<file path="src/hdl/dfs_regs.vh">
`ifndef DFS_REGS_VH
`define DFS_REGS_VH
// ----------------------------------------
// register byte offsets
// ----------------------------------------
`define DFS_CTRL_ADDR 12'h000
`define DFS_SETPOINT_ADDR 12'h004
`define DFS_END_TEMP_ADDR 12'h008
`define DFS_INTERVAL_ADDR 12'h00C
`define DFS_MAX_TIME_ADDR 12'h010
`define DFS_FAULT_TIME_ADDR 12'h014
`define DFS_MANUAL_ADDR 12'h018
`define DFS_STATUS_ADDR 12'h01C
`define DFS_PV_ADDR 12'h020
// ----------------------------------------
// control register fields
// ----------------------------------------
`define DFS_CTRL_MODE_LSB 0
`define DFS_CTRL_COOLING_BIT 2
`define DFS_CTRL_END_TIME_BIT 3
`define DFS_CTRL_BIN_DEFROST_BIT 4
`define DFS_CTRL_AUX_DEFROST_BIT 5
`define DFS_CTRL_PID_BIT 6
`define DFS_CTRL_MANUAL_BIT 7
`define DFS_CTRL_TUNE_BIT 8
`define DFS_CTRL_RESET 32'h00000000
// ----------------------------------------
// mode encodings
// ----------------------------------------
`define DFS_MODE_OFF 2'h0
`define DFS_MODE_AUTO 2'h1
`define DFS_MODE_HAND 2'h2
// ----------------------------------------
// reset values of timing registers, in seconds
// ----------------------------------------
`define DFS_INTERVAL_RESET 16'h0E10
`define DFS_MAX_TIME_RESET 16'h0708
`define DFS_FAULT_TIME_RESET 16'h0384
// ----------------------------------------
// timing
// ----------------------------------------
`define DFS_CLOCK_HZ 40000000
`define DFS_TICK_SECONDS 1
`define DFS_TICK_CYCLES (`DFS_CLOCK_HZ * `DFS_TICK_SECONDS)
`define DFS_SHOW_PV_SECONDS 2
`define DFS_SHOW_MSG_SECONDS 1
`define DFS_MANUAL_BLINK_SECONDS 1
`define DFS_AXI_OKAY 2'h0
`define DFS_AXI_SLVERR 2'h2
`endif

</file>
<file path="src/hdl/dfs_defrost_sequencer.v">
`include "dfs_regs.vh"
// Operation
// - defrost only under cooling control type
// - mode auto/hand or binary input enables
// - display alternates value 2s, message 1s
// - auto mode requests on interval expiry
// - start needs pv<=sp, cooling off, pv<end
// - pending request held, starts when conditions hold
// - temperature end: end temp or max time
// - time end: max time only
// - sensor fault: end after fault time
// - abort on manual, self-tune, mode off
// - binary input request is edge triggered
// - input defrost ends on normal conditions
// - auto mode resumes cycling after input defrost
// - hand mode runs once, then mode off
// - aux output follows defrost when assigned
// - manual drives output, pulsating indicator
// - manual signal 0/100% on-off, any PID
module dfs_defrost_sequencer #(
   parameter TICK_CYCLES = `DFS_TICK_CYCLES // cycles per second tick
) (
   input wire clock, // 40 MHz system clock
   input wire rstn, // async reset, active low
   input wire [11:0] s_axi_awaddr, // write address
   input wire s_axi_awvalid, // write address valid
   output wire s_axi_awready, // write address ready
   input wire [31:0] s_axi_wdata, // write data
   input wire [3:0] s_axi_wstrb, // write byte strobes
   input wire s_axi_wvalid, // write data valid
   output wire s_axi_wready, // write data ready
   output reg [1:0] s_axi_bresp, // write response
   output reg s_axi_bvalid, // write response valid
   input wire s_axi_bready, // write response ready
   input wire [11:0] s_axi_araddr, // read address
   input wire s_axi_arvalid, // read address valid
   output wire s_axi_arready, // read address ready
   output reg [31:0] s_axi_rdata, // read data
   output reg [1:0] s_axi_rresp, // read response
   output reg s_axi_rvalid, // read data valid
   input wire s_axi_rready, // read data ready
   input wire [15:0] process_value, // measured temperature, signed
   input wire sensor_fault, // sensor defective flag, same clock
   input wire control_demand, // cooling demand of the control loop
   input wire binary_input, // binary input contacts shorted, pin
   output reg cooling_output, // cooling relay drive
   output reg aux_output, // auxiliary relay drive
   output reg defrost_active, // defrost running
   output reg show_message, // display shows defrost message
   output reg manual_led // pulsating manual indicator
);
   // ----------------------------------------
   // registers
   // ----------------------------------------
   reg [31:0] ctrl;
   reg [15:0] setpoint;
   reg [15:0] defrost_end_temperature;
   reg [15:0] defrost_interval;
   reg [15:0] defrost_max_time;
   reg [15:0] defrost_fault_time;
   reg [9:0] manual_signal;
   reg pending, from_input, hand_done;
   reg [15:0] interval_count, run_count;
   reg [1:0] disp_count;
   reg aw_held, w_held;
   reg [11:0] aw_addr;
   reg [31:0] w_data;
   reg [3:0] w_strb;
   wire tick;
   wire bin_sync;
   reg bin_last;

   wire [1:0] mode = ctrl[`DFS_CTRL_MODE_LSB +: 2];
   wire cooling_type = ctrl[`DFS_CTRL_COOLING_BIT];
   wire end_by_time = ctrl[`DFS_CTRL_END_TIME_BIT];
   wire bin_defrost = ctrl[`DFS_CTRL_BIN_DEFROST_BIT];
   wire aux_defrost = ctrl[`DFS_CTRL_AUX_DEFROST_BIT];
   wire pid_type = ctrl[`DFS_CTRL_PID_BIT];
   wire manual = ctrl[`DFS_CTRL_MANUAL_BIT];
   wire self_tune = ctrl[`DFS_CTRL_TUNE_BIT];

   dfs_tick #(.TICK_CYCLES(TICK_CYCLES)) u_tick (
      .clock(clock),
      .rstn(rstn),
      .tick(tick)
   );
   dfs_sync u_sync (
      .clock(clock),
      .rstn(rstn),
      .din(binary_input),
      .dout(bin_sync)
   );

   // ----------------------------------------
   // axi4-lite slave
   // ----------------------------------------
   // one write and one read at a time; address and data taken in either order
   assign s_axi_awready = !aw_held && !s_axi_bvalid;
   assign s_axi_wready = !w_held && !s_axi_bvalid;
   assign s_axi_arready = !s_axi_rvalid;
   wire aw_now = aw_held || (s_axi_awvalid && s_axi_awready);
   wire w_now = w_held || (s_axi_wvalid && s_axi_wready);
   wire [11:0] wr_addr = aw_held ? aw_addr : s_axi_awaddr;
   wire [31:0] wr_data = w_held ? w_data : s_axi_wdata;
   wire [3:0] wr_strb = w_held ? w_strb : s_axi_wstrb;
   wire do_write = aw_now && w_now && !s_axi_bvalid;
   wire [31:0] wmask = {{8{wr_strb[3]}}, {8{wr_strb[2]}}, {8{wr_strb[1]}}, {8{wr_strb[0]}}};

   function [31:0] merge;
      input [31:0] old;
      input [31:0] dat;
      input [31:0] m;
      begin
         merge = (old & ~m) | (dat & m);
      end
   endfunction

   function [15:0] merge16;
      input [15:0] old;
      input [15:0] dat;
      input [15:0] m;
      begin
         merge16 = (old & ~m) | (dat & m);
      end
   endfunction

   wire wr_known = (wr_addr == `DFS_CTRL_ADDR) || (wr_addr == `DFS_SETPOINT_ADDR) ||
      (wr_addr == `DFS_END_TEMP_ADDR) || (wr_addr == `DFS_INTERVAL_ADDR) ||
      (wr_addr == `DFS_MAX_TIME_ADDR) || (wr_addr == `DFS_FAULT_TIME_ADDR) ||
      (wr_addr == `DFS_MANUAL_ADDR);
   wire [31:0] ctrl_written = merge(ctrl, wr_data, wmask);
   wire ctrl_wr = do_write && (wr_addr == `DFS_CTRL_ADDR);

   // manual signal clamp: on-off allows only the two extremes
   wire [31:0] man_in = merge({22'h000000, manual_signal}, wr_data, wmask);
   wire [9:0] man_lim = (man_in[9:0] > 10'h3E8) ? 10'h3E8 : man_in[9:0];
   wire [9:0] man_set = pid_type ? man_lim : ((man_lim >= 10'h1F4) ? 10'h3E8 : 10'h000);

   // ----------------------------------------
   // sequencing conditions
   // ----------------------------------------
   wire signed [15:0] pv = process_value;
   wire start_ok = ($signed(pv) <= $signed(setpoint)) && !cooling_output &&
      ($signed(pv) < $signed(defrost_end_temperature));
   wire bin_edge = bin_sync && !bin_last && bin_defrost;
   wire interval_hit = tick && (mode == `DFS_MODE_AUTO) &&
      (interval_count + 16'h0001 >= defrost_interval);
   wire hand_req = (mode == `DFS_MODE_HAND) && !hand_done;
   wire aborting = manual || self_tune || (mode == `DFS_MODE_OFF && !from_input);
   wire time_up = sensor_fault ? (run_count >= defrost_fault_time)
      : (run_count >= defrost_max_time);
   wire temp_end = !sensor_fault && !end_by_time &&
      ($signed(pv) >= $signed(defrost_end_temperature));
   wire finish = defrost_active && (time_up || temp_end);
   wire abort_now = defrost_active && (aborting || !cooling_type);
   // cooling must already be low on the edge at which a defrost starts
   wire start_now = cooling_type && !defrost_active && !manual && !self_tune && start_ok &&
      (pending || bin_edge || interval_hit || hand_req);

   always @(posedge clock or negedge rstn) begin
      if (!rstn) begin
         aw_held <= 1'b0;
         w_held <= 1'b0;
         aw_addr <= 12'h000;
         w_data <= 32'h00000000;
         w_strb <= 4'h0;
         s_axi_bvalid <= 1'b0;
         s_axi_bresp <= `DFS_AXI_OKAY;
         s_axi_rvalid <= 1'b0;
         s_axi_rresp <= `DFS_AXI_OKAY;
         s_axi_rdata <= 32'h00000000;
         ctrl <= `DFS_CTRL_RESET;
         setpoint <= 16'h0000;
         defrost_end_temperature <= 16'h0000;
         defrost_interval <= `DFS_INTERVAL_RESET;
         defrost_max_time <= `DFS_MAX_TIME_RESET;
         defrost_fault_time <= `DFS_FAULT_TIME_RESET;
         manual_signal <= 10'h000;
      end else begin
         if (s_axi_awvalid && s_axi_awready && !do_write) begin
            aw_held <= 1'b1;
            aw_addr <= s_axi_awaddr;
         end
         if (s_axi_wvalid && s_axi_wready && !do_write) begin
            w_held <= 1'b1;
            w_data <= s_axi_wdata;
            w_strb <= s_axi_wstrb;
         end
         if (do_write) begin
            aw_held <= 1'b0;
            w_held <= 1'b0;
            s_axi_bvalid <= 1'b1;
            s_axi_bresp <= wr_known ? `DFS_AXI_OKAY : `DFS_AXI_SLVERR;
            case (wr_addr)
               `DFS_SETPOINT_ADDR: setpoint <= merge16(setpoint, wr_data[15:0], wmask[15:0]);
               `DFS_END_TEMP_ADDR: defrost_end_temperature <=
                  merge16(defrost_end_temperature, wr_data[15:0], wmask[15:0]);
               `DFS_INTERVAL_ADDR: defrost_interval <=
                  merge16(defrost_interval, wr_data[15:0], wmask[15:0]);
               `DFS_MAX_TIME_ADDR: defrost_max_time <=
                  merge16(defrost_max_time, wr_data[15:0], wmask[15:0]);
               `DFS_FAULT_TIME_ADDR: defrost_fault_time <=
                  merge16(defrost_fault_time, wr_data[15:0], wmask[15:0]);
               `DFS_MANUAL_ADDR: manual_signal <= man_set;
               default: ;
            endcase
         end else if (s_axi_bvalid && s_axi_bready) begin
            s_axi_bvalid <= 1'b0;
         end
         // hand mode completion rewrites the mode to off, software write wins
         if (ctrl_wr) begin
            ctrl <= {23'h000000, ctrl_written[8:0]};
         end else if (finish && (mode == `DFS_MODE_HAND) && !from_input) begin
            ctrl[`DFS_CTRL_MODE_LSB +: 2] <= `DFS_MODE_OFF;
         end
         if (s_axi_arvalid && s_axi_arready) begin
            s_axi_rvalid <= 1'b1;
            s_axi_rresp <= `DFS_AXI_OKAY;
            case (s_axi_araddr)
               `DFS_CTRL_ADDR: s_axi_rdata <= ctrl;
               `DFS_SETPOINT_ADDR: s_axi_rdata <= {16'h0000, setpoint};
               `DFS_END_TEMP_ADDR: s_axi_rdata <= {16'h0000, defrost_end_temperature};
               `DFS_INTERVAL_ADDR: s_axi_rdata <= {16'h0000, defrost_interval};
               `DFS_MAX_TIME_ADDR: s_axi_rdata <= {16'h0000, defrost_max_time};
               `DFS_FAULT_TIME_ADDR: s_axi_rdata <= {16'h0000, defrost_fault_time};
               `DFS_MANUAL_ADDR: s_axi_rdata <= {22'h000000, manual_signal};
               `DFS_STATUS_ADDR: s_axi_rdata <= {16'h0000, run_count[11:0], pending,
                  from_input, show_message, defrost_active};
               `DFS_PV_ADDR: s_axi_rdata <= {16'h0000, process_value};
               default: begin
                  s_axi_rdata <= 32'h00000000;
                  s_axi_rresp <= `DFS_AXI_SLVERR;
               end
            endcase
         end else if (s_axi_rvalid && s_axi_rready) begin
            s_axi_rvalid <= 1'b0;
         end
      end
   end

   // ----------------------------------------
   // defrost sequencing
   // ----------------------------------------
   // pending is volatile on purpose: power loss (reset) or a control type other than cooling forgets it
   always @(posedge clock or negedge rstn) begin
      if (!rstn) begin
         bin_last <= 1'b0;
         pending <= 1'b0;
         from_input <= 1'b0;
         hand_done <= 1'b0;
         defrost_active <= 1'b0;
         interval_count <= 16'h0000;
         run_count <= 16'h0000;
      end else begin
         bin_last <= bin_sync;
         if (mode != `DFS_MODE_HAND) begin
            hand_done <= 1'b0;
         end
         if (!cooling_type) begin
            pending <= 1'b0;
            defrost_active <= 1'b0;
            from_input <= 1'b0;
         end else if (defrost_active) begin
            if (abort_now || finish) begin
               defrost_active <= 1'b0;
               from_input <= 1'b0;
               interval_count <= 16'h0000;
               if (finish && mode == `DFS_MODE_HAND && !from_input) begin
                  hand_done <= 1'b1;
               end
            end else if (tick) begin
               run_count <= run_count + 16'h0001;
            end
            if (bin_edge || interval_hit) begin
               pending <= 1'b1;
            end
         end else begin
            if (tick && mode == `DFS_MODE_AUTO) begin
               interval_count <= interval_hit ? 16'h0000 : interval_count + 16'h0001;
            end
            if ((pending || bin_edge || interval_hit || hand_req) && !manual && !self_tune) begin
               if (start_ok) begin
                  defrost_active <= 1'b1;
                  pending <= 1'b0;
                  run_count <= 16'h0000;
                  from_input <= bin_edge || (from_input && pending);
                  if (hand_req) begin
                     hand_done <= 1'b1;
                  end
               end else begin
                  pending <= 1'b1;
                  if (bin_edge) begin
                     from_input <= 1'b1;
                  end
               end
            end
         end
      end
   end

   // ----------------------------------------
   // outputs
   // ----------------------------------------
   // three-second display cycle: two of value, one of message
   always @(posedge clock or negedge rstn) begin
      if (!rstn) begin
         disp_count <= 2'h0;
         show_message <= 1'b0;
         cooling_output <= 1'b0;
         aux_output <= 1'b0;
         manual_led <= 1'b0;
      end else begin
         if (!defrost_active) begin
            disp_count <= 2'h0;
            show_message <= 1'b0;
         end else if (tick) begin
            disp_count <= (disp_count == 2'h2) ? 2'h0 : disp_count + 2'h1;
            show_message <= (disp_count == 2'h1);
         end
         if (manual) begin
            cooling_output <= (manual_signal >= 10'h1F4);
         end else begin
            cooling_output <= control_demand && !defrost_active && !start_now;
         end
         aux_output <= aux_defrost && defrost_active;
         if (!manual) begin
            manual_led <= 1'b0;
         end else if (tick) begin
            manual_led <= !manual_led;
         end
      end
   end
endmodule // dfs_defrost_sequencer

</file>
<file path="src/hdl/dfs_tick.v">
`include "dfs_regs.vh"
module dfs_tick #(
   parameter TICK_CYCLES = `DFS_TICK_CYCLES
) (
   input wire clock, // system clock
   input wire rstn, // async reset, active low
   output reg tick // one-cycle pulse each second
);
   reg [31:0] count;
   always @(posedge clock or negedge rstn) begin
      if (!rstn) begin
         count <= 32'h00000000;
         tick <= 1'b0;
      end else if (count >= TICK_CYCLES - 1) begin
         count <= 32'h00000000;
         tick <= 1'b1;
      end else begin
         count <= count + 32'h00000001;
         tick <= 1'b0;
      end
   end
endmodule // dfs_tick

</file>
<file path="src/hdl/dfs_sync.v">
module dfs_sync (
   input wire clock, // system clock
   input wire rstn, // async reset, active low
   input wire din, // asynchronous level
   output reg dout // synchronised level
);
   reg meta;
   always @(posedge clock or negedge rstn) begin
      if (!rstn) begin
         meta <= 1'b0;
         dout <= 1'b0;
      end else begin
         meta <= din;
         dout <= meta;
      end
   end
endmodule // dfs_sync

</file>
<file path="config.mk">
export PLATFORM = sky130hd
export DESIGN_NAME = dfs_defrost_sequencer
export DESIGN_NICKNAME = d
export VERILOG_FILES = /design/src/hdl/dfs_defrost_sequencer.v /design/src/hdl/dfs_tick.v /design/src/hdl/dfs_sync.v
export VERILOG_INCLUDE_DIRS = /design/src /design/src/hdl
export SDC_FILE = /design/constraint.sdc
export NUM_CORES = 1
export LEC_CHECK = 0
export ABC_AREA = 1
export BUFFER_PORTS_ARGS = -buffer_cell sky130_fd_sc_hd__buf_2
export CAP_MARGIN = 25
export CORE_MARGIN = 5
export CORE_UTILIZATION = 50
export DETAILED_ROUTE_END_ITERATION = 8
export PLACE_DENSITY = 0.72
export SYNTH_ARGS = -nofsm -noshare
export SYNTH_HDL_FRONTEND = slang
export SYNTH_SLANG_ARGS = --single-unit
export TNS_END_PERCENT = 50
</file>
<file path="constraint.sdc">
create_clock -name clock -period 3.1 [get_ports clock]
set_input_delay 0.31 -clock clock [delete_from_list [all_inputs] [get_ports clock]]
set_output_delay 0.31 -clock clock [all_outputs]
set_load 0.02 [all_outputs]
</file>
**Word level (Yosys, flattened, before mapping)**

Cells that the tools add are included.

- Reductions and logical operators: 94
- Bitwise gates (word level): 18
- Add/subtract/negate cells: 4
- Magnitude comparators: 10
- Multiplexer cells: 63
- Equal/unequal tests: 27

Operators by type and width:

| cell | number |
|---|---|
| $mux 16 | 10 |
| $pmux 16 s9 | 1 |
| $and 16x16->16 | 6 |
| $eq 12x5->1 const B | 7 |
| $or 16x16->16 | 5 |
| $ge 16x16->1 | 4 |
| $eq 12x4->1 const B | 4 |
| $mux 1 | 39 |
| $logic_and 1x1->1 | 37 |
| $add 16x1->16 const B | 2 |
| $add 32x1->32 const B | 1 |
| $ge 32x26->1 const B | 1 |
| $mux 32 | 1 |
| $mux 10 | 3 |
| $eq 12x3->1 const B | 2 |
| $logic_not 12->1 | 2 |
| $and 10x10->10 | 2 |
| $ge 10x9->1 const B | 2 |
| $logic_or 1x1->1 | 18 |
| $logic_not 1->1 | 17 |
| $le 16x16->1 | 1 |
| $lt 16x16->1 | 1 |
| $mux 2 | 8 |
| $not 16->16 | 1 |
| 20 further kinds | 41 |

- Bits in registers: 247

**Logic depth before layout (Yosys ltp)**

Gate-level depths: netlist of the first run.

- Depth in word-level cells: 11
- Gate-level depth with buffers: 22

**Modules after synthesis**

Synthesis of the first run repeated with hierarchy kept, for this count alone.

- Cells, all modules: 1809
- Area, all modules: 13859.5 sq um

By module, submodules not included:

| module | area an instance (sq um) | cells an instance | times used | seq. area each (sq um) |
|---|---|---|---|---|
| dfs_defrost_sequencer | 11984.0 | 1571 | 1 | 4844.6 |
| dfs_tick | 1825.5 | 236 | 1 | 825.8 |
| dfs_sync | 50.0 | 2 | 1 | 50.0 |

**Least setup slack after synthesis of the first run**

OpenSTA, ideal clock, no wires.

- Kind: flip-flop to flip-flop
- Start: register interval_count[0]
- End: register run_count[8]
- Data arrival time: 2.950 ns
- Path buffers: 1
- Library setup time: 0.117 ns
- Cell stages (with the launch flop): 21
- Path slack: 0.033 ns
- Cells stage by stage: dfrtp_1 nand3_1 nor3_2 nand3_1 nor3_2 nand3_1 nand3b_1 xnor2_1 ha_1 nand2_1 nor3_1 nand2_1 nand2_1 nand2_1 nand3_1 nand3_1 o21ai_4 nand2_2 buf_4 nand2_1 nand2_1

- Cells in the longest elaborated chain, start to end: 9

RTL lines:

| what | RTL line | text |
|---|---|---|
| start: declaration | dfs_defrost_sequencer.v:63 | `reg [15:0] interval_count, run_count;` |
| start signal: assignment | dfs_defrost_sequencer.v:279 | `interval_count <= interval_hit ? 16'h0000 : interval_count + 16'h0001;` |
| $add 16x1->16 | dfs_defrost_sequencer.v:147 | `(interval_count + 16'h0001 >= defrost_interval);` |
| $ge 16x16->1 | dfs_defrost_sequencer.v:147 |  |
| $logic_and 1x1->1 | dfs_defrost_sequencer.v:146 | `` wire interval_hit = tick && (mode == `DFS_MODE_AUTO) && `` |
| $logic_or 1x1->1 (2 in a row) | dfs_defrost_sequencer.v:281 | `if ((pending \|\| bin_edge \|\| interval_hit \|\| hand_req) && !manual && !self_tune) begin` |
| $logic_and 1x1->1 (2 in a row) | dfs_defrost_sequencer.v:281 |  |
| $reduce_bool 2->1 (no line) | -- |  |
| $reduce_and 5->1 (no line) | -- |  |
| end signal: assignment | dfs_defrost_sequencer.v:272 | `run_count <= run_count + 16'h0001;` |
| end: declaration | dfs_defrost_sequencer.v:63 |  |

No other way between the ends.
A chain may end at the register's enable or synchronous reset.

**Final worst setup path of the first run**

- Start: register interval_count[3]
- End: register run_count[13]

The elaborated chain is that of the path after synthesis.

==> flow_summary.toml, run 1 <==
[global_route]
grt_max_degree = 81
grt_pass1_wl_microns = 63400
first_global_vias = 12235
antenna_found_initial = 0
grt_overflow_total = 0
grt_usage_pct = 25.1

[yosys]
synthFlopType = "dfrtp_1"
synthXorXnorAreaFrac_pct = 2.23
yosys.area_share.simple_pct = 25.2
synthAdderAreaFrac_pct = 7.57
synth_compound_area_share_pct = 12.4
synth_warnings = 0
synth_area_per_cell_sq_um = 7.74
async_reset_ff_share_pct = 100
synth_top_family_by_area = "simple AND/OR/NAND/NOR gates"
syn_area_sq_um = 13700
yosysSeqAreaShare_pct = 41.7
yosysUniqueCellTypes = 56
synth-edff-count = 0
synth-seq-cells = 228
synth_mux_area_share_pct = 1.20
synthCells = 1774

[route]
drtIter0Drc = 1327
drtPass1Iterations = 6
antenna_left = 0
wl_microns = 39200
drc = 0
routedWlPerCell_microns = 17.2
via_per_inst = 5.51
vias = 12560

[finish]
drive_gt1_share_pct = 16.4
num-fill-cells = 2384
stdcell_count = 2280
multi_input_area_sq_um = 6970
nets = 2088
ff_latch_area_sq_um = 5720
area_growth_pct = 16.8
antennaDiodeCount = 0

[die]
start_util_pct = 50.8
num_io_pins = 132
die_area_sq_um = 30900
rows = 60
die_w_microns = 176
die_y_microns = 176
core_sq_um = 27000

[place]
dp_hpwl_microns = 29300
port_buffers = 95
gp_congestion = 0.979
place_inst = 2207

[worst_setup_path]
critPathArrivalTime_ps = 3710
endpoint_kind = "flip-flop"
max_stage_delay_ps = 390
worstPathCellList = "inv_1 > nor3_4 > nand3_2 > nor3_2 > buf_4 > buf_4 > buf_4 > xnor2_2 > inv_2 > ha_4 > nand4_1 > nor3_2 > nand2_1 > nand2_1 > nand2_2 > nand3_4 > nand3_4 > o21ai_4 > buf_12 > nand2_8 > nand2_2 > nand2_1"
worstPathMaxFanout = 8
critPathLaunchType = "flip-flop"
worst-setup-path-type = "flip-flop to flip-flop"
slowest_stage = "dfrtp_1"
crit_required_ps = 3530

[worst_hold_path]
hp-class = "input pin to flip-flop"

[outcome]
violations = "setup timing"
status = "finished, violations left"

[timing]
fin_crit_ps = 3280
setup_viol = 35
hold_viol_final = 0
max_freq_mhz = 305
fin_ws_ps = -176
worst_pin_slew_ps = 768
relSlewSlack_pct = 48.2
finClkSkew_ps = 19.7
grt_setup_unrepaired = "yes"
fin_crit_sh_pct = 106
drv_slew = 0
fin_hold_ws_ps = 22.1

[cts]
clock_path_buffers = 3
clk_latency_ps = 550
htreeDepth = 1
cts-root-buf = "clkbuf_16"
cts.clk_slew.worst_paths_ps = 60
clock-sinks = 228
tritoncts = "built"
numCtsBuffers = 26

[power]
vdd.ir_drop.worst_mv = 0.620
p_leak_nw = 7.90
powerDensity_nw_per_um2 = 512

[job]
cap_violations = 0
-- path summary, 6_finish.rpt --
kind,start,endpoint,slack [ps],depth (start not counted)
min reg2reg,u_sync.meta,u_sync.dout,350,0
min in group asynchronous,rstn,s_axi_rdata[4],260,2
max,interval_count[3],run_count[13],-180,22
max reg2reg,interval_count[3],run_count[13],-180,22
max in group asynchronous,rstn,asynchronous set/reset pin,2050,3
min,s_axi_awaddr[3],aw_addr[3],20,2
-- power by group --
part	switching, mW	internal (mW)	leakage [nW]
sequential	0.196	3.23	2.91
clock	1.28	1.86	0.425
combinational	1.14	0.503	4.56
-- final cells by class --
cell class	count	share of cell area (%)
Timing Repair Buffer	160	6.64
Inverter	253	5.94
Tap cell	341	2.66
Sequential cell	228	35.7
Clock buffer	37	4.69
Multi-Input combinational cell	1250	43.5
Clock inverter	11	0.874
-- critical path, delay by kind of cell (launching register included) --
| family | cells | cell delay, ps |
|---|---|---|
| DFF | 1 | 390 |
| xor gates and xnor gates | 1 | 100 |
| adders and majority gates | 1 | 260 |
| AOI/OAI and AO/OA | 1 | 220 |
| and+or+nand+nor | 13 | 1500 |
| buffers and inverters | 6 | 680 |
-- per-stage QoR --
step | total power [mW] | utilization [%] | worst slack [ps] | TNS (ps) | cell area, sq um
after floorplan | 4.50 | - | 33.0 | 0 | 13800
after global placement | 5.05 | 54.4 | -28.5 | -396 | 14700
after detailed placement | 5.11 | 54.4 | -98.0 | -1540 | 14700
after CTS | 8.28 | 58.5 | -77.0 | -1140 | 15800
after global routing | 8.65 | 59.3 | -385 | -10540 | 16000
final | 8.21 | 59.3 | -176 | -3850 | 16000
-- cells in the mapped netlist (all sizes together), types with 7 or more instances --
| master | number | share of area (%) |
|---|---|---|
| o22ai | 36 | 1.6 |
| o21ai | 177 | 6.9 |
| xor2 | 27 | 1.7 |
| nor3 | 29 | 1.2 |
| nor4 | 7 | 0.43 |
| xnor2 | 8 | 0.51 |
| a21oi | 44 | 1.6 |
| inv | 253 | 6.9 |
| dfrtp | 216 | 39 |
| o31ai | 9 | 0.49 |
| nand2 | 436 | 12 |
| nand3 | 134 | 5.1 |
| mux2 | 14 | 1.2 |
| nor2 | 152 | 4.5 |
| clkbuf | 25 | 0.69 |
| ha | 83 | 7.6 |
| buf | 42 | 2.0 |
| nand4 | 25 | 1.1 |
| dfstp | 12 | 2.3 |
-- cell families (layout without fill, tap and decap cells) --
| group | count (synthesis) | after routing |
|---|---|---|
| adders and majority gates | 83 | 83 |
| AOI/OAI and AO/OA | 296 | 296 |
| other | 1 | 24 |
| muxes | 14 | 14 |
| and+or+nand+nor | 797 | 798 |
| buffers and inverters | 320 | 461 |
| DFF | 228 | 228 |
| xor gates and xnor gates | 35 | 35 |
-- layer usage --
metal	track usage, %	vias up	share of wire (%)
met5	0	-	0
li1	-	6056	-
met4	7.41	0	3.3
met2	40.0	509	45
met3	3.70	82	7.5
met1	35.7	5913	44
-- repair_timing --
action,4_1_cts,5_1_grt
cloned,2,0
setup buffers,12,7
pin swaps,6,26
endpoints found under the hold margin,47,0
gates resized for setup,13,36
hold buffers,4,0
endpoints found under the setup margin,18,37
-- cells in the final DEF, fill, tap and decap left out, drive strengths merged, types with 8 or more instances in the layout --
| cell type | instances |
|---|---|
| nand2 | 437 |
| xnor2 | 8 |
| dfrtp | 216 |
| o22ai | 36 |
| conb | 24 |
| ha | 83 |
| inv | 253 |
| nand4 | 25 |
| nand3 | 134 |
| dfstp | 12 |
| o21ai | 177 |
| o31ai | 9 |
| xor2 | 27 |
| nor2 | 152 |
| clkbuf | 37 |
| mux2 | 14 |
| buf | 156 |
| nor3 | 29 |
| a21oi | 44 |
(Power assumes the default switching activity.)
==> run 2: changes to the inputs <==
--- a/config.mk
+++ b/config.mk
@@ -6,13 +6,14 @@
 export SDC_FILE = /design/constraint.sdc
 export NUM_CORES = 1
 export LEC_CHECK = 0
-export ABC_AREA = 1
+export ABC_AREA = 0
 export BUFFER_PORTS_ARGS = -buffer_cell sky130_fd_sc_hd__buf_2
 export CAP_MARGIN = 25
 export CORE_MARGIN = 5
 export CORE_UTILIZATION = 50
 export DETAILED_ROUTE_END_ITERATION = 8
 export PLACE_DENSITY = 0.72
+export REMOVE_ABC_BUFFERS = 1
 export SYNTH_ARGS = -nofsm -noshare
 export SYNTH_HDL_FRONTEND = slang
 export SYNTH_SLANG_ARGS = --single-unit
==> flow_summary.toml, run 2 <==
[yosys]
synth_top_family_by_area = "compound AO/OA/AOI/OAI gates"
yosysUniqueCellTypes = 74
synth_area_leader_cell = "dfrtp_1"
async_reset_ff_share_pct = 100
synth_warnings = 0
synth-edff-count = 0
synthXorXnorAreaFrac_pct = 2.60
synth_top_area_share_pct = 42.2
yosys.area_share.simple_pct = 16.4
synth_compound_area_share_pct = 17.3
synth_commonest_cells = "216 x dfrtp_1, 159 x nand2_1, 104 x nor2_1"
synth_area_leaders = "dfrtp_1 42%, ha_1 8.1%, nand2_1 4.7%, o21ai_0 4.0%, mux2_2 3.1%"
synthAdderAreaFrac_pct = 8.12
synth_area_per_cell_sq_um = 9.46
syn_area_sq_um = 12800
synthFlopType = "dfrtp_1"
synth-seq-cells = 228
synth_mux_area_share_pct = 5.58
post-synth-top-count-cell = "dfrtp_1"
synthCells = 1353
yosysSeqAreaShare_pct = 44.7

[die]
rows = 58
core_sq_um = 25200
die_w_microns = 170
die_y_microns = 170
num_io_pins = 132
die_area_sq_um = 28900
start_util_pct = 50.8

[worst_hold_path]
hold_depth = 2
hp-class = "input pin to flip-flop"
hold_path.startpoint = "s_axi_wdata[13]"

[worst_setup_path]
critPathLaunchType = "flip-flop"
path_delay_family = "simple AND/OR/NAND/NOR gates"
max_stage_delay_ps = 500
crit_start = "interval_count[0]"
critPathArrivalTime_ps = 4190
endpoint_kind = "flip-flop"
worst-setup-path-type = "flip-flop to flip-flop"
crit_cells = 17
rr_startpoint = "interval_count[0]"
crit_required_ps = 3520
worstPathCellList = "ha_2 > and3_4 > nand3_4 > nor2_4 > nand3_2 > xnor2_2 > ha_1 > nand4_1 > nor3_2 > or4b_4 > a41oi_2 > o31a_4 > buf_4 > a31oi_4 > buf_6 > o31ai_2 > a21oi_1"
worstPathMaxFanout = 5
r2r_cells = 17
slowest_stage = "or4b_4"
crit_buf_inv = 2

[global_route]
antenna_found_initial = 0
grt_usage_pct = 25.0
grt_pass1_wl_microns = 58500
first_global_vias = 11073
grt_max_degree = 73
grt_overflow_total = 0

[timing]
drv_slew = 0
relSlewSlack_pct = 55.2
worst_pin_slew_ps = 653
max_freq_mhz = 266
grt_setup_unrepaired = "yes"
fin_crit_ps = 3760
setup_viol = 36
hold_viol_final = 0
finalSetupTns_ps = -12550
finClkSkew_ps = 13.1
fin_crit_sh_pct = 121
fin_ws_ps = -661

[place]
port_buffers = 95
gp_congestion = 0.937
dp_hpwl_microns = 26800
place_inst = 1838

[route]
drtIter0Drc = 776
wl_microns = 36800
antenna_left = 0
drc = 0
vias = 11286
drtPass1Iterations = 5
routedWlPerCell_microns = 19.3
via_per_inst = 5.92
wl_met2_microns = 17100
m1WireLength_microns = 15400
top_layer_used = "met4"
route.met3.wl_microns = 2810

[cts]
cts.clk_slew.worst_paths_ps = 60
clk_latency_ps = 540
numCtsBuffers = 26
clock_path_buffers = 3
clock-sinks = 228
htreeDepth = 1
tritoncts = "built"
cts-root-buf = "clkbuf_16"

[power]
powerDensity_nw_per_um2 = 514
vdd.ir_drop.worst_mv = 0.733
p_leak_nw = 7.06

[finish]
antennaDiodeCount = 0
layout_common_cells = "216 x dfrtp_1, 158 x nand2_1, 103 x buf_4, 101 x o21ai_0, 100 x nor2_1"
stdcell_count = 1907
final_common_cell = "dfrtp_1"
num-fill-cells = 2071
drive_gt1_share_pct = 23.6
nets = 1727
area_growth_pct = 23.2

[outcome]
violations = "setup timing"
status = "finished, violations left"

[job]
cap_violations = 0
-- run 2: cell count changes after synthesis, sizes merged, moves of 33 or more --
cell	delta
nand2	-277
inv	-158
nand3	-93
o21ai	-73
nor2	-48
a22oi	+42
o22ai	-33
-- run 2: kinds of logic after synthesis --
kind of cell,after synthesis
AO/OA/AOI/OAI,336
XOR/XNOR,38
adder cells (fa/ha/maj),83
buffers and inverters,159
flip-flops,228
multiplexers,67
other,1
AND/OR/NAND/NOR,441
-- run 2: what timing repair did --
| action | in CTS | in global routing |
|---|---|---|
| pin swaps | 25 | 41 |
| resized for setup | 24 | 55 |
| buffers inserted | 6 | 10 |
| gates cloned | 3 | 0 |
| endpoints found under the hold margin | 61 | 0 |
| setup endpoints to repair | 37 | 38 |
| hold buffers | 4 | 0 |
-- run 2: area by class of cell --
class / count / area (sq um) / share of cell area, %
multi-input cells: 992 / 6880 / 43.6
flip-flops and latches: 228 / 5720 / 36.3
repair buffers: 215 / 1480 / 9.38
clock buffers: 38 / 807 / 5.12
well taps: 330 / 413 / 2.62
inverters: 95 / 357 / 2.26
clock inverters: 9 / 109 / 0.691
-- run 2: path summary, 6_finish.rpt --
path	end	slack (ps)
max	run_count[12]	-660
min	w_data[13]	20
max reg2reg	run_count[12]	-660
min reg2reg	u_sync.dout	350
max in group asynchronous	u_tick.count[17]	1830
min in group asynchronous	s_axi_bvalid	310
-- run 2: worst reg2reg max path, delay by kind of cell, from the launching register on --
family,cells,cell delay [ps]
AO/OA/AOI/OAI,5,890
buffers and inverters,2,320
flip-flops,1,390
XOR/XNOR,1,160
AND/OR/NAND/NOR,7,1390
adder cells (fa/ha/maj),2,500
-- run 2: metal layers --
layer	track usage, %	up-vias
met2	40.4	447
met4	8.72	0
met1	34.8	5485
li1	-	5268
met5	0	-
met3	3.67	86
-- run 2: power breakdown --
part           internal [mW]  switching [mW]
sequential              3.24           0.213
clock                   1.97            1.26
combinational          0.609           0.808
total                   5.82            2.29
-- run 2: metrics by stage --
stage / hold slack (ps) / setup WS [ps] / instance area, sq um / total power, mW / util, %
floorplan: 14.4 / -1030 / 12600 / 4.28 / -
global placement: 300 / -693 / 14300 / 4.83 / 56.7
detailed placement: 308 / -850 / 14300 / 4.88 / 56.7
CTS: 3.39 / -577 / 15400 / 8.12 / 61.3
global route: 14.6 / -852 / 15800 / 8.44 / 62.6
finish: 16.4 / -661 / 15800 / 8.10 / 62.6
==> run 3: changes to the inputs <==
--- a/config.mk
+++ b/config.mk
@@ -13,6 +13,7 @@
 export CORE_UTILIZATION = 50
 export DETAILED_ROUTE_END_ITERATION = 8
 export PLACE_DENSITY = 0.72
+export RECOVER_POWER = 25
 export REMOVE_ABC_BUFFERS = 1
 export SYNTH_ARGS = -nofsm -noshare
 export SYNTH_HDL_FRONTEND = slang
==> flow_summary.toml, run 3 (synthesis gave the netlist of run 2 again) <==
[route]
antenna_left = 0
routedWlPerCell_microns = 19.3
wl_microns = 36800
vias = 11274
drtPass1Iterations = 5
via_per_inst = 5.91
drc = 0
drtIter0Drc = 735

[die]
rows = 58
start_util_pct = 50.8
core_sq_um = 25200
num_io_pins = 132
die_w_microns = 170
die_area_sq_um = 28900
die_y_microns = 170

[timing]
fin_crit_sh_pct = 121
worst_pin_slew_ps = 1830
grt_setup_unrepaired = "yes"
drv_slew = 69
finClkSkew_ps = 14.6
fin_hold_ws_ps = 17.5
relSlewSlack_pct = -22.3
fin_ws_ps = -663
hold_viol_final = 0
max_freq_mhz = 266
setup_viol = 36
fin_crit_ps = 3760

[global_route]
grt_max_degree = 73
grt_usage_pct = 25.0
antenna_found_initial = 0
grt_overflow_total = 0
first_global_vias = 11073
grt_pass1_wl_microns = 58500

[power]
powerDensity_nw_per_um2 = 514
p_comb_share_pct = 17.5
p_leak_nw = 7.04
p_int_mw = 5.81
vdd.ir_drop.worst_mv = 0.730
pwr-share-clk_pct = 39.9
pwr-share-seq_pct = 42.6
swShare_pct = 28.2
power_switching_mw = 2.28

[worst_setup_path]
endpoint_kind = "flip-flop"
slowest_stage = "or4_4"
worst-setup-path-type = "flip-flop to flip-flop"
max_stage_delay_ps = 520
worstPathMaxFanout = 6
crit_required_ps = 3570
critPathArrivalTime_ps = 4240
critPathLaunchType = "flip-flop"
worstPathCellList = "ha_2 > and3_4 > nand3_4 > nor2_4 > nand3_2 > xnor2_2 > ha_1 > nand4_1 > nor3_2 > or4b_4 > a41oi_2 > o31a_4 > a31oi_4 > or4_4 > a21oi_2"

[cts]
clock_path_buffers = 3
cts-root-buf = "clkbuf_16"
cts.clk_slew.worst_paths_ps = 60
htreeDepth = 1
tritoncts = "built"
clk_latency_ps = 540
clock-sinks = 228
numCtsBuffers = 26

[finish]
drive_gt1_share_pct = 23.5
nets = 1727
final_common_cell = "dfrtp_1"
num-fill-cells = 2073
multi_input_area_sq_um = 6880
postLayoutCellArea_sq_um = 15700
layout_common_cells = "216 x dfrtp_1, 158 x nand2_1, 102 x buf_4, 101 x o21ai_0, 100 x nor2_1"
area_growth_pct = 23.0
ff_latch_area_sq_um = 5720
antennaDiodeCount = 0

[outcome]
status = "finished, violations left"
violations = "capacitance limit, slew limit, setup timing"

[worst_hold_path]
hp-class = "input pin to flip-flop"

[job]
cap_violations = 1

[place]
dpl_cell_area_sq_um = 14300
port_buffers = 95
dp_hpwl_microns = 26800
gp_congestion = 0.937
[run 3: cell count changes in the layout (fill, tap and decap cells not counted), sizes merged]
| cell | before | now |
|---|---|---|
| buf | 211 | 207 |
| clkbuf | 38 | 42 |
[run 3: per-stage QoR]
| step | setup TNS [ps] | util (%) | power (mW) | cells | worst slack (ps) |
|---|---|---|---|---|---|
| floorplan | -26160 | - | 4.28 | 1312 | -1030 |
| global placement | -13150 | 56.7 | 4.83 | 1838 | -693 |
| detailed placement | -17640 | 56.7 | 4.88 | 1838 | -850 |
| CTS | -9300 | 61.3 | 8.12 | 1898 | -577 |
| global route | -18750 | 62.5 | 8.44 | 1907 | -852 |
| finish | -12550 | 62.5 | 8.09 | 1907 | -663 |
[run 3: critical path: cells and delay by family, from the launching register on]
family	cells	cell delay [ps]
xor+xnor	1	160
fa+ha+maj	2	500
flops	1	390
compound gates	4	740
simple gates	8	1910
[run 3: final timing paths]
path / startpoint / end / slack [ps] / cells after the start
max in group asynchronous: rstn / u_tick.count[14] / 680 / 3
min reg2reg: u_sync.meta / u_sync.dout / 350 / 0
max reg2reg: interval_count[0] / run_count[5] / -660 / 15
min in group asynchronous: rstn / s_axi_bvalid / 800 / 2
max: interval_count[0] / run_count[5] / -660 / 15
min: s_axi_wdata[13] / w_data[13] / 20 / 2
[run 3: area by class of cell]
| type | count | area share (%) |
|---|---|---|
| sequential | 228 | 36.4 |
| clock inverter | 9 | 0.692 |
| multi-input combinational | 992 | 43.7 |
| timing repair buffer | 215 | 9.22 |
| inverter | 95 | 2.27 |
| tap | 330 | 2.62 |
| clock buffer | 38 | 5.13 |
[run 3: metal layers]
metal / vias up / part of all wire (%) / track usage [%]
met5: - / 0 / 0
met4: 0 / 3.7 / 8.72
met3: 85 / 8.0 / 3.67
met2: 456 / 47 / 40.4
met1: 5462 / 42 / 34.8
li1: 5271 / - / -
[run 3: repair_timing]
| action | 4_1_cts | 5_1_grt |
|---|---|---|
| resized for setup | 24 | 55 |
| gates cloned | 3 | 0 |
| setup buffers | 6 | 10 |
| pin swaps | 25 | 41 |
| endpoints found under the hold margin | 61 | 0 |
| hold buffers | 4 | 0 |
| setup endpoints to repair | 37 | 38 |
[run 3: power groups by stage]
stage | Combinational, mW | Clock (mW) | Sequential [mW]
2_1_floorplan | 0.799 | 0 | 3.48
3_3_place_gp | 1.35 | 0 | 3.48
3_5_place_dp | 1.38 | 0 | 3.50
4_1_cts | 1.40 | 3.28 | 3.45
5_1_grt | 1.54 | 3.41 | 3.49
6_report | 1.41 | 3.23 | 3.45
